File: config.mk
export PLATFORM = sky130hd
export DESIGN_NAME = uls_line_status
export DESIGN_NICKNAME = d
export VERILOG_FILES = /design/src/uls_pkg.sv /design/src/uls_err_tracker.sv /design/src/uls_line_status.sv
export SDC_FILE = /design/constraint.sdc
export NUM_CORES = 1
export LEC_CHECK = 0
export ABC_AREA = 1
export BUFFER_PORTS_ARGS = -buffer_cell sky130_fd_sc_hd__clkbuf_2
export CAP_MARGIN = 10
export CORE_ASPECT_RATIO = 0.7
export CORE_MARGIN = 2
export CORE_UTILIZATION = 61
export DETAILED_ROUTE_END_ITERATION = 6
export GPL_ROUTABILITY_DRIVEN = 0
export GPL_TIMING_DRIVEN = 1
export HOLD_SLACK_MARGIN = 0.06
export PLACE_DENSITY = 0.82
export REMOVE_ABC_BUFFERS = 1
export SYNTH_ARGS = -nofsm -noshare
export SYNTH_HDL_FRONTEND = slang
export SYNTH_SLANG_ARGS = --single-unit
export TNS_END_PERCENT = 20
File: constraint.sdc
create_clock -name clk -period 4.5 [get_ports clk]
set_input_delay 0.45 -clock clk [delete_from_list [all_inputs] [get_ports clk]]
set_output_delay 0.45 -clock clk [all_outputs]
set_load 0.03 [all_outputs]
File: src/uls_pkg.sv
// Shared constants for the line status block: register map, field positions, sizes.
package uls_pkg;

   ////////////////////////////////////////////////////////////////////////////
   // Register byte addresses
   localparam int unsigned ADDR_W           = 8;
   localparam logic [7:0]  ADDR_LINE_STATUS = 8'h00;
   localparam logic [7:0]  ADDR_CTRL        = 8'h04;
   localparam logic [7:0]  ADDR_EVENT       = 8'h08;
   localparam logic [7:0]  ADDR_MASK        = 8'h0C;

   ////////////////////////////////////////////////////////////////////////////
   // Line status bit positions
   localparam int unsigned LS_FIFO_ERR   = 7;
   localparam int unsigned LS_TX_EMPTY   = 6;
   localparam int unsigned LS_HOLD_EMPTY = 5;
   localparam int unsigned LS_BREAK      = 4;
   localparam int unsigned LS_STOP_ERR   = 3;
   localparam int unsigned REG_W         = 8;

   ////////////////////////////////////////////////////////////////////////////
   // Control register layout and reset value
   localparam int unsigned CTRL_IRQ_MODE  = 0;
   localparam int unsigned CTRL_FIFO_EN   = 1;
   localparam int unsigned CTRL_FRAME_LSB = 4;
   localparam int unsigned FRAME_W        = 4;
   localparam logic [7:0]  CTRL_RESET     = 8'hA0;

   ////////////////////////////////////////////////////////////////////////////
   // Sticky event bits, same layout in the mask register
   localparam int unsigned EVT_BREAK    = 0;
   localparam int unsigned EVT_STOP_ERR = 1;
   localparam int unsigned EVT_FIFO_ERR = 2;
   localparam int unsigned EVT_HOLD     = 3;
   localparam int unsigned EVT_W        = 4;

   ////////////////////////////////////////////////////////////////////////////
   // Per-character receive flags and receive FIFO size
   localparam int unsigned FLG_PAR   = 0;
   localparam int unsigned FLG_STOP  = 1;
   localparam int unsigned FLG_BRK   = 2;
   localparam int unsigned FLG_W     = 3;
   localparam int unsigned RX_DEPTH  = 128;
   localparam int unsigned PTR_W     = 7;
   localparam int unsigned CNT_W     = 8;

   ////////////////////////////////////////////////////////////////////////////
   // AHB-Lite encodings
   localparam logic       HRESP_OKAY = 1'h0;

   typedef enum logic [1:0] {
      ULS_BRK_IDLE = 2'h0,
      ULS_BRK_LOW  = 2'h1,
      ULS_BRK_HELD = 2'h3
   } uls_brk_state_t;

   function automatic logic uls_any_err(input logic [FLG_W-1:0] flags);
      return |flags;
   endfunction

endpackage

File: src/uls_err_tracker.sv
// Shadow of the receive FIFO error flags with a count of flagged characters.
`timescale 1ns/100ps
module uls_err_tracker
   import uls_pkg::*;
(
   input  wire logic             clk,
   input  wire logic             rst,
   input  wire logic             push,
   input  wire logic [FLG_W-1:0] pushFlags,
   input  wire logic             pop,
   output logic      [FLG_W-1:0] topFlags,
   output logic                  errPresent
);

   logic [FLG_W-1:0] flagMem [RX_DEPTH];
   logic [PTR_W-1:0] wrPtr_reg;
   logic [PTR_W-1:0] rdPtr_reg;
   logic [CNT_W-1:0] fill_reg;
   logic [CNT_W-1:0] errCnt_reg;

   wire empty    = (fill_reg == '0);
   wire full     = (fill_reg == CNT_W'(RX_DEPTH));
   wire doPush   = push & ~full;
   wire doPop    = pop & ~empty;
   wire pushErr  = doPush & uls_any_err(pushFlags);
   wire popErr   = doPop & uls_any_err(flagMem[rdPtr_reg]);

   // Counting flagged entries lets the summary clear exactly when the last one leaves
   wire [CNT_W-1:0] errCnt_next = errCnt_reg + CNT_W'(pushErr) - CNT_W'(popErr);
   wire [CNT_W-1:0] fill_next   = fill_reg + CNT_W'(doPush) - CNT_W'(doPop);

   assign topFlags   = empty ? '0 : flagMem[rdPtr_reg];
   assign errPresent = (errCnt_reg != '0); // [RQ2] [RQ3]

   always_ff @(posedge clk or posedge rst) begin
      if (rst) begin
         wrPtr_reg  <= '0;
         rdPtr_reg  <= '0;
         fill_reg   <= '0;
         errCnt_reg <= '0;
      end else begin
         wrPtr_reg  <= wrPtr_reg + PTR_W'(doPush);
         rdPtr_reg  <= rdPtr_reg + PTR_W'(doPop);
         fill_reg   <= fill_next;
         errCnt_reg <= errCnt_next;
      end
   end

   // Flag storage needs no reset: an entry is only read after it was written
   always_ff @(posedge clk) begin
      if (doPush) begin
         flagMem[wrPtr_reg] <= pushFlags;
      end
   end

endmodule

File: src/uls_line_status.sv
// Line status, break detection and interrupt pin drive of the UART, on an AHB-Lite slave.
`timescale 1ns/100ps

////////////////////////////////////////////////////////////////////////////////
// Notes on behaviour
// [RQ1] Interrupt pin driven push-pull when drive mode bit is 0, open-source when 1.
// [RQ2] FIFO error summary sets while any stored character has parity, framing or break.
// [RQ3] FIFO error summary clears only when no remaining stored character is flagged.
// [RQ4] Non-FIFO: transmitter empty while holding and shift registers are both empty.
// [RQ5] FIFO mode: transmitter empty only when transmit FIFO and shift register empty.
// [RQ6] Non-FIFO: holding empty sets on move to shifter, clears on CPU load.
// [RQ7] FIFO mode: holding empty sets when FIFO empties, clears on first written byte.
// [RQ8] Interrupt requested while holding empty and its transmit interrupt enable set.
// [RQ9] Break bit set once the receive line stays low for a whole frame.
// [RQ10] One break character per break condition, however long the line stays low.
// [RQ11] After reset the error summary, break and framing bits read zero.
// [RQ12] Framing bit reports a missing stop bit for the character at FIFO top.
// [RQ13] CPU reads line status and writes characters only when holding space exists.
module uls_line_status
   import uls_pkg::*;
(
   input  wire logic             clk,
   input  wire logic             rst,
   // AHB-Lite slave
   input  wire logic             hsel,
   input  wire logic [31:0]      haddr,
   input  wire logic [1:0]       htrans,
   input  wire logic             hwrite,
   input  wire logic [2:0]       hsize,
   input  wire logic [31:0]      hwdata,
   input  wire logic             hready,
   output logic      [31:0]      hrdata,
   output logic                  hreadyout,
   output logic                  hresp,
   // Receiver side
   input  wire logic             rxLine,
   input  wire logic             rxBitTick,
   input  wire logic             rxPush,
   input  wire logic [FLG_W-1:0] rxPushFlags,
   input  wire logic             rxPop,
   output logic                  brkCharPush,
   // Transmitter side
   input  wire logic             txLoad,
   input  wire logic             txToShift,
   input  wire logic             txFifoEmpty,
   input  wire logic             txShiftEmpty,
   input  wire logic             txHoldIntEn,
   // Interrupt pin
   output logic                  irqOut,
   output logic                  irqOe
);

   ////////////////////////////////////////////////////////////////////////////
   // Declarations

   logic [REG_W-1:0]   ctrl_reg;
   logic [EVT_W-1:0]   event_reg;
   logic [EVT_W-1:0]   mask_reg;
   logic               wrPend_reg;
   logic [ADDR_W-1:0]  wrAddr_reg;
   logic [31:0]        hrdata_reg;
   logic               hreadyout_reg;
   logic               hresp_reg;

   logic               holdEmpty_reg;
   logic               txEmpty_reg;
   logic               fifoErr_reg;
   logic [FLG_W-1:0]   topFlags_reg;

   uls_brk_state_t     brkState_reg;
   uls_brk_state_t     brkState_next;
   logic [FRAME_W-1:0] brkCnt_reg;
   logic [FRAME_W-1:0] brkCnt_next;
   logic               brkPush_reg;
   logic               brkFire;

   logic               irqOut_reg;
   logic               irqOe_reg;

   logic [FLG_W-1:0]   topFlags;
   logic               errPresent;

   ////////////////////////////////////////////////////////////////////////////
   // Bus decode

   wire addrPhase  = hsel & hready & htrans[1];
   wire [ADDR_W-1:0] addrLow = haddr[ADDR_W-1:0];
   wire rdNow      = addrPhase & ~hwrite;
   wire wrCtrl     = wrPend_reg & (wrAddr_reg == ADDR_CTRL);
   wire wrEvent    = wrPend_reg & (wrAddr_reg == ADDR_EVENT);
   wire wrMask     = wrPend_reg & (wrAddr_reg == ADDR_MASK);

   wire irqMode    = ctrl_reg[CTRL_IRQ_MODE];
   wire fifoMode   = ctrl_reg[CTRL_FIFO_EN];
   wire [FRAME_W-1:0] frameBits = ctrl_reg[CTRL_FRAME_LSB +: FRAME_W];

   ////////////////////////////////////////////////////////////////////////////
   // Transmit status

   // A load in the same cycle as a move to the shifter leaves the holding stage full,
   // so the load has the last word in both modes
   wire holdSet    = fifoMode ? txFifoEmpty : txToShift; // [RQ6] [RQ7]
   wire holdEmpty_next = txLoad ? 1'b0 : (holdSet ? 1'b1 : holdEmpty_reg); // [RQ6] [RQ7]
   wire txEmpty_next   = holdEmpty_next & txShiftEmpty; // [RQ4] [RQ5]

   ////////////////////////////////////////////////////////////////////////////
   // Break detection

   wire lineLow    = ~rxLine;
   wire [FRAME_W-1:0] brkCntInc = brkCnt_reg + FRAME_W'(1);
   wire frameDone  = rxBitTick & (brkCntInc == frameBits) & (frameBits != '0);

   always_comb begin
      brkState_next = brkState_reg;
      brkCnt_next   = brkCnt_reg;
      brkFire       = 1'b0;
      unique case (brkState_reg)
         ULS_BRK_IDLE: begin
            brkCnt_next = '0;
            if (lineLow) begin
               brkState_next = ULS_BRK_LOW;
            end
         end
         ULS_BRK_LOW: begin
            if (!lineLow) begin
               brkState_next = ULS_BRK_IDLE;
            end else if (frameDone) begin
               brkFire       = 1'b1; // [RQ9]
               brkState_next = ULS_BRK_HELD;
            end else if (rxBitTick) begin
               brkCnt_next = brkCntInc;
            end
         end
         ULS_BRK_HELD: begin
            // Stay here until the line returns high so a long break loads one character
            brkCnt_next = '0;
            if (!lineLow) begin
               brkState_next = ULS_BRK_IDLE; // [RQ10]
            end
         end
         default: begin
            brkState_next = ULS_BRK_IDLE;
            brkCnt_next   = '0;
         end
      endcase
   end

   ////////////////////////////////////////////////////////////////////////////
   // Receive flag tracking

   wire trkPush = rxPush | brkPush_reg;
   wire [FLG_W-1:0] brkFlags = brkPush_reg ? FLG_W'(1 << FLG_BRK) : '0;
   wire [FLG_W-1:0] trkFlags = (rxPush ? rxPushFlags : '0) | brkFlags; // [RQ10]

   uls_err_tracker u_tracker (
      .clk        (clk),
      .rst        (rst),
      .push       (trkPush),
      .pushFlags  (trkFlags),
      .pop        (rxPop),
      .topFlags   (topFlags),
      .errPresent (errPresent)
   );

   ////////////////////////////////////////////////////////////////////////////
   // Line status word and events

   wire [REG_W-1:0] lineStatus = (REG_W'(fifoErr_reg) << LS_FIFO_ERR)             // [RQ2]
                               | (REG_W'(txEmpty_reg) << LS_TX_EMPTY)             // [RQ4]
                               | (REG_W'(holdEmpty_reg) << LS_HOLD_EMPTY)         // [RQ6]
                               | (REG_W'(topFlags_reg[FLG_BRK]) << LS_BREAK)      // [RQ9]
                               | (REG_W'(topFlags_reg[FLG_STOP]) << LS_STOP_ERR); // [RQ12]

   wire [EVT_W-1:0] evtSet = (EVT_W'(brkFire) << EVT_BREAK)
                           | (EVT_W'(topFlags[FLG_STOP] & ~topFlags_reg[FLG_STOP])
                              << EVT_STOP_ERR)
                           | (EVT_W'(errPresent & ~fifoErr_reg) << EVT_FIFO_ERR)
                           | (EVT_W'(holdEmpty_next & ~holdEmpty_reg) << EVT_HOLD);
   wire [EVT_W-1:0] evtClr = wrEvent ? hwdata[EVT_W-1:0] : '0;
   // An event arriving with its clear is kept
   wire [EVT_W-1:0] event_next = (event_reg & ~evtClr) | evtSet;

   wire irqNow = (holdEmpty_reg & txHoldIntEn) | (|(event_reg & mask_reg)); // [RQ8]
   // Open-source mode releases the pin while idle; the board pulls it low
   wire irqOe_next  = irqMode ? irqNow : 1'b1; // [RQ1]

   wire [REG_W-1:0] rdSel = (addrLow == ADDR_LINE_STATUS) ? lineStatus
                          : (addrLow == ADDR_CTRL)        ? ctrl_reg
                          : (addrLow == ADDR_EVENT)       ? REG_W'(event_reg)
                          : (addrLow == ADDR_MASK)        ? REG_W'(mask_reg)
                          : '0;

   ////////////////////////////////////////////////////////////////////////////
   // Bus registers

   always_ff @(posedge clk or posedge rst) begin
      if (rst) begin
         wrPend_reg <= 1'b0;
      end else begin
         wrPend_reg <= addrPhase & hwrite;
      end
   end

   // Upper address bits are not decoded, so the map repeats every 256 bytes
   always_ff @(posedge clk or posedge rst) begin
      if (rst) begin
         wrAddr_reg <= '0;
      end else begin
         wrAddr_reg <= addrLow;
      end
   end

   always_ff @(posedge clk or posedge rst) begin
      if (rst) begin
         hrdata_reg <= '0;
      end else begin
         hrdata_reg <= rdNow ? 32'(rdSel) : '0;
      end
   end

   always_ff @(posedge clk or posedge rst) begin
      if (rst) begin
         hreadyout_reg <= 1'b0;
      end else begin
         hreadyout_reg <= 1'b1;
      end
   end

   always_ff @(posedge clk or posedge rst) begin
      if (rst) begin
         hresp_reg <= HRESP_OKAY;
      end else begin
         hresp_reg <= HRESP_OKAY;
      end
   end

   always_ff @(posedge clk or posedge rst) begin
      if (rst) begin
         ctrl_reg <= CTRL_RESET;
      end else begin
         ctrl_reg <= wrCtrl ? hwdata[REG_W-1:0] : ctrl_reg;
      end
   end

   always_ff @(posedge clk or posedge rst) begin
      if (rst) begin
         event_reg <= '0;
      end else begin
         event_reg <= event_next;
      end
   end

   always_ff @(posedge clk or posedge rst) begin
      if (rst) begin
         mask_reg <= '0;
      end else begin
         mask_reg <= wrMask ? hwdata[EVT_W-1:0] : mask_reg;
      end
   end

   ////////////////////////////////////////////////////////////////////////////
   // Status registers

   always_ff @(posedge clk or posedge rst) begin
      if (rst) begin
         holdEmpty_reg <= 1'b1;
      end else begin
         holdEmpty_reg <= holdEmpty_next;
      end
   end

   always_ff @(posedge clk or posedge rst) begin
      if (rst) begin
         txEmpty_reg <= 1'b1;
      end else begin
         txEmpty_reg <= txEmpty_next;
      end
   end

   always_ff @(posedge clk or posedge rst) begin
      if (rst) begin
         fifoErr_reg <= 1'b0; // [RQ11]
      end else begin
         fifoErr_reg <= errPresent;
      end
   end

   always_ff @(posedge clk or posedge rst) begin
      if (rst) begin
         topFlags_reg <= '0; // [RQ11]
      end else begin
         topFlags_reg <= topFlags;
      end
   end

   always_ff @(posedge clk or posedge rst) begin
      if (rst) begin
         brkState_reg <= ULS_BRK_IDLE;
      end else begin
         brkState_reg <= brkState_next;
      end
   end

   always_ff @(posedge clk or posedge rst) begin
      if (rst) begin
         brkCnt_reg <= '0;
      end else begin
         brkCnt_reg <= brkCnt_next;
      end
   end

   always_ff @(posedge clk or posedge rst) begin
      if (rst) begin
         brkPush_reg <= 1'b0;
      end else begin
         brkPush_reg <= brkFire;
      end
   end

   ////////////////////////////////////////////////////////////////////////////
   // Interrupt pin

   always_ff @(posedge clk or posedge rst) begin
      if (rst) begin
         irqOut_reg <= 1'b0;
      end else begin
         irqOut_reg <= irqNow;
      end
   end

   always_ff @(posedge clk or posedge rst) begin
      if (rst) begin
         irqOe_reg <= 1'b1;
      end else begin
         irqOe_reg <= irqOe_next;
      end
   end

   ////////////////////////////////////////////////////////////////////////////
   // Outputs

   assign hrdata      = hrdata_reg;
   assign hreadyout   = hreadyout_reg;
   assign hresp       = hresp_reg;
   assign brkCharPush = brkPush_reg;
   assign irqOut      = irqOut_reg;
   assign irqOe       = irqOe_reg;

endmodule

Word level (Yosys, flattened, before mapping)

Memory sizes are Yosys's and may differ from the RTL's.
Cells that the tools add are included.

$add $sub $neg: 7
Equal/unequal tests: 16
Reductions and logical operators: 10
Multiplexer cells: 27
Bitwise operators: 38

Operators by type and width:

| operator             | count |
|---|---|
| $eq A8 B4 Y1 const B | 4 |
| $mux W4              | 7 |
| $mux W8              | 3 |
| $add A8 B1 Y8        | 2 |
| $and A1 B1 Y1        | 16 |
| $eq A8 B3 Y1 const B | 2 |
| $logic_not A8 Y1     | 2 |
| $sub A8 B1 Y8        | 2 |
| $add A7 B1 Y7        | 2 |
| $or A4 B4 Y4         | 3 |
| $ne A2 B2 Y1 const B | 5 |
| $mux W1              | 9 |
| $mux W3              | 3 |
| $and A4 B4 Y4        | 2 |
| $eq A8 B8 Y1 const B | 1 |
| $mux W2              | 4 |
| $or A8 B4 Y8         | 1 |
| $or A8 B5 Y8         | 1 |
| $or A8 B6 Y8         | 1 |
| $or A8 B7 Y8         | 1 |
| $reduce_bool A8 Y1   | 1 |
| $pmux W2 S3          | 1 |
| $reduce_and A3 Y1    | 2 |
| $reduce_or A3 Y1     | 2 |
| 17 further kinds     | 21 |

Bits in registers: 79
Memories: 1
Input bits: 86
Logic and storage cells: 119
Output and inout bits: 37
Memory bits (writable): 384

Memory list:

| name              | words | bits a word | read ports | clocked after memory_dff | wr ports | line                  | RTL |
|---|---|---|---|---|---|---|---|
| u_tracker.flagMem | 128   | 3           | 1          | 0                        | 1        | uls_err_tracker.sv:15 | `logic [FLG_W-1:0] flagMem [RX_DEPTH];` |

Logic depth before layout (Yosys ltp)

Depth in word-level cells: 11
Gate-level depth with buffers: 30

Cells and area by module

Synthesis repeated with hierarchy kept, for this count alone.

Cell total of the unflattened synthesis: 2031
Area total of the unflattened synthesis: 20696.1 sq um

By module, submodules not included:

| module          | times used | area each (sq um) | cells each |
|---|---|---|---|
| uls_err_tracker | 1          | 18330.1           | 1763 |
| uls_line_status | 1          | 2366.0            | 268 |

Worst setup path after synthesis

Ideal clock, no wire load.

Kind: register -> register
Start point: register brkPush_reg, in the netlist brkCharPush
End point: register u_tracker.errCnt_reg[6]
Arrival time: 3791 ps
Cell stages (with the launch flop): 13
Path slack: 584 ps
Setup time: 125 ps
Cell sequence: dfrtp_1 -> or2_2 -> o21a_1 -> nor3_1 -> nor2_1 -> ha_1 -> inv_1 -> fa_1 -> o21ai_0 -> a21oi_1 -> nor2_1 -> nor2_1 -> xor2_1

Cells in the longest elaborated chain, start to end: 6
Elaborated cells on any way between the ends: 8
Classes of those cells: add/sub: 2; mux: 1; bitwise: 4; reduce/logical: 1

Ends and longest elaborated chain:

| element                            | line                   | RTL |
|---|---|---|
| from (decl)                        | uls_line_status.sv:74  | `logic brkPush_reg;` |
| from (signal assigned)             | uls_line_status.sv:316 | `brkPush_reg <= brkFire;` |
| $mux W3                            | uls_line_status.sv:152 | `wire [FLG_W-1:0] brkFlags = brkPush_reg ? FLG_W'(1 << FLG_BRK) : '0;` |
| $or A3 B3 Y3                       | uls_line_status.sv:153 | `wire [FLG_W-1:0] trkFlags = (rxPush ? rxPushFlags : '0) \| brkFlags;` |
| named net trkFlags[2]              | uls_line_status.sv:153 |  |
| $reduce_or A3 Y1                   | uls_pkg.sv:58          | `return \|flags;` |
| $and A1 B1 Y1                      | uls_err_tracker.sv:25  | `wire pushErr = doPush & uls_any_err(pushFlags);` |
| $add A8 B1 Y8                      | uls_err_tracker.sv:29  | `wire [CNT_W-1:0] errCnt_next = errCnt_reg + CNT_W'(pushErr) - CNT_W'(popErr);` |
| $sub A8 B1 Y8                      | uls_err_tracker.sv:29  |  |
| named net u_tracker.errCnt_next[6] | uls_err_tracker.sv:29  |  |
| to (signal assigned)               | uls_err_tracker.sv:45  | `errCnt_reg <= errCnt_next;` |
| to (decl)                          | uls_err_tracker.sv:19  | `logic [CNT_W-1:0] errCnt_reg;` |

The timed path passes the listed nets, and every way through them passes these cells.
A chain may end at the register's enable or synchronous reset.

Final worst setup path

Start point: register u_tracker.rdPtr_reg[0]
End point: register u_tracker.errCnt_reg[6]

Cells in the longest elaborated chain, start to end: 4

Ends and longest elaborated chain:

| element                            | line                  | RTL |
|---|---|---|
| from (decl)                        | uls_err_tracker.sv:17 | `logic [PTR_W-1:0] rdPtr_reg;` |
| from (signal assigned)             | uls_err_tracker.sv:43 | `rdPtr_reg <= rdPtr_reg + PTR_W'(doPop);` |
| $mem_v2 Z128 W3                    | --                    |  |
| $reduce_or A3 Y1                   | uls_pkg.sv:58         |  |
| $and A1 B1 Y1                      | uls_err_tracker.sv:26 | `wire popErr = doPop & uls_any_err(flagMem[rdPtr_reg]);` |
| $sub A8 B1 Y8                      | uls_err_tracker.sv:29 |  |
| named net u_tracker.errCnt_next[6] | uls_err_tracker.sv:29 |  |

The timed path passes the listed nets, and every way through them passes these cells.

==> impl_metrics.tcl <==
set metrics [dict create \
    hpwl_um 29000 \
    drt_wl_total_um 47700 \
    status "complete, but fails checks" \
    cp_data_arrival_time_ps 4660 \
    fillers 2328 \
    reg2reg_slack_ps 280 \
    cts_buffers 41 \
    largest_reg_flops 384 \
    die_width_um 223 \
    fin_tns_setup_ps 0 \
    initial_core_util_pct 61.6 \
    drive_gt1_share_pct 8.16 \
    synth-edff-count 384 \
    synth.area.top_cells "edfxtp_1 56%, dfrtp_1 8.9%, nand2_1 7.8%" \
    cts.path.max_buffers 3 \
    wl_per_cell_um 19.1 \
    cts_setup_buffers 0 \
    met1Wirelength_um 18600 \
    crit_type "flop to flop" \
    ctsHoldBuffers 8 \
    maxSlewHeadroom_pct 36.0 \
    rows 56 \
    place_ws_ps 393 \
    hold_violations 0 \
    cellPowerDensity_mw_per_mm2 604 \
    crit_path_start_kind "flop" \
    grt_start_max_net_pins 126 \
    core_area_mm2 0.0333 \
    hp-class "primary input to flop" \
    synth_most_common_cell "nand2_1" \
    max-cap-violations 0 \
    period_share_pct 93.8 \
    area_growth_pct 9.55 \
    dieArea_mm2 0.0351 \
    rsz0062_at_grt "false" \
    syn_area_mm2 0.0205 \
    yosysTopAreaCell "edfxtp_1" \
    synth.top_cell.area_share_pct 56.2 \
    cts_tree "done" \
    design_area_mm2 0.0225 \
    port_buffers 45 \
    cts.repair.resized 0 \
    violations "DRC" \
    finalNetCount 2142 \
    drc 2 \
    worst_slack_ps 277 \
    syn_avg_cell_area_um2 10.4 \
    antennaDiodeCount 0 \
    cp_data_required_time_ps 4940 \
    setup_viol 0 \
    clock-sinks 462 \
    ys_types 39 \
    grtUsageTotal_pct 27.7 \
    htreeDepth 2 \
    viasPerCell 5.78 \
    ys_async_sr_fraction_pct 16.9 \
    power_leakage_nw 9.16 \
    endpoint_kind "flop" \
    grt_pass1_vias 14200 \
    max_slew.worst_pin.slew_ps 960 \
    root_buffer "clkbuf_16" \
    synth_ff_type "edfxtp_1" \
    synthTopCellsByCount "428 x nand2_1, 384 x edfxtp_1, 349 x nor2_1, 193 x inv_1, 155 x nand3_1" \
    path_max_fanout 31 \
    grt_pass1_wl_um 74500 \
    route.met3.wl_um 5580 \
    vdd_drop_max_mv 0.446 \
    drtAntennaViolNets 0 \
    vias 14400 \
    route.met2.wl_um 21900 \
    postPlaceCellArea_mm2 0.0211 \
    clk_latency_ps 560 \
    clk_pin_slew_ps 70 \
    die_h_um 157 \
    synth_cells 1979 \
    synth-seq-cells 462 \
    report.final.slew_viol_count 0 \
    finClkSkew_ps 18.0 \
    ios 123 \
    grt-ovfl-total 0 \
    totalPowerFinal_mw 13.6 \
    drtPass1Iterations 7 \
    max_freq_mhz 237 \
    fin_crit_ps 4220 \
    top_layer "met4" \
    regMostFlops "u_tracker.flagMem" \
    yosys_warnings 0 \
    dr.first_iter.drc_count 2168 \
    antenna_found_initial 0 \
    yosysSeqAreaShare_pct 65.8 \
]
logic make-up (layout without fill, tap and decap cells):
logic type / after synthesis / in the layout / synth area share (%)
and+or+nand+nor: 960 / 960 / 18.9
DFF: 462 / 462 / 65.8
buffers and inverters: 308 / 363 / 7.07
AOI/OAI and AO/OA: 187 / 187 / 4.94
adders and majority gates: 30 / 30 / 1.90
xor gates and xnor gates: 26 / 26 / 1.11
muxes: 4 / 4 / 0.256
other: 2 / 26 / 0.0366
worst max-delay path, stage by stage, from the launching register on:
cell and delay, ps:
dfrtp_4 520, inv_4 250, buf_4 370, nand2_1 110
nand3_1 130, nand2_1 80, nand2_1 60, nand2_1 50
nor2_1 90, nand2_1 120, nand3_1 130, nand2_1 60
nand2_1 50, nand3_1 110, nor2_1 200, nor2_1 70
ha_1 260, inv_1 60, ha_1 150, inv_1 60
fa_1 420, o21ai_0 350, a21oi_1 110, nor2_1 100
nor2_1 60, xor2_1 140
cell type report:
type                    count  area, um2  share of cell area, %
repair buffers             90        683                   3.04
clock buffers              53       1130                   5.05
inverters                 198        749                   3.34
flip-flops and latches    462      13500                   60.1
well taps                 435        544                   2.42
multi-input cells        1233       5670                   25.2
clock inverters            22        193                  0.858
cells in the final DEF (no fill, tap or decap), types with 7 or more instances in the layout:
| master | count |
|---|---|
| a21oi_1 | 29 |
| buf_12 | 8 |
| buf_4 | 29 |
| clkbuf_1 | 8 |
| clkbuf_16 | 43 |
| clkbuf_2 | 45 |
| clkinv_1 | 10 |
| clkinv_2 | 10 |
| conb_1 | 26 |
| dfrtp_1 | 71 |
| dlygate4sd3_1 | 8 |
| edfxtp_1 | 384 |
| ha_1 | 28 |
| inv_1 | 189 |
| nand2_1 | 428 |
| nand3_1 | 155 |
| nand4_1 | 13 |
| nor2_1 | 349 |
| o211ai_1 | 18 |
| o21ai_0 | 93 |
| o21ai_1 | 32 |
| o22ai_1 | 7 |
| xor2_1 | 22 |
metrics by stage:
step,cells,hold WS (ps),utilization [%]
after detailed placement,2410,481,63.3
after floorplan,1893,439,-
after global routing,2493,69.6,67.5
after global placement,2410,458,63.3
final,2493,77.3,67.5
after CTS,2493,66.4,67.5
report_power, final:
group	switching [mW]	internal, mW
clock	1.55	1.96
sequential	0.195	4.90
combinational	3.43	1.53
path summary, 6_finish.rpt:
check / from / end / depth (start not counted)
max: u_tracker.rdPtr_reg[0]$_DFF_PP0_ / u_tracker.errCnt_reg[6]$_DFF_PP0_ / 25
min: txShiftEmpty / txEmpty_reg$_DFF_PP1_ / 3
max reg2reg: u_tracker.rdPtr_reg[0]$_DFF_PP0_ / u_tracker.errCnt_reg[6]$_DFF_PP0_ / 25
min reg2reg: brkState_reg[1]$_DFFE_PP0P_ / brkState_reg[0]$_DFFE_PP0P_ / 1
max in group asynchronous: rst / u_tracker.rdPtr_reg[1]$_DFF_PP0_ / 4
min in group asynchronous: rst / hrdata[6]$_DFF_PP0_ / 3
routing by layer:
metal / vias to the layer above / global-route usage, %
li1: 6608 / -
met5: - / 0
met2: 873 / 43.6
met4: 0 / 11.0
met3: 139 / 7.21
met1: 6800 / 37.3
Note: power is estimated with default switching activity, not from simulation.
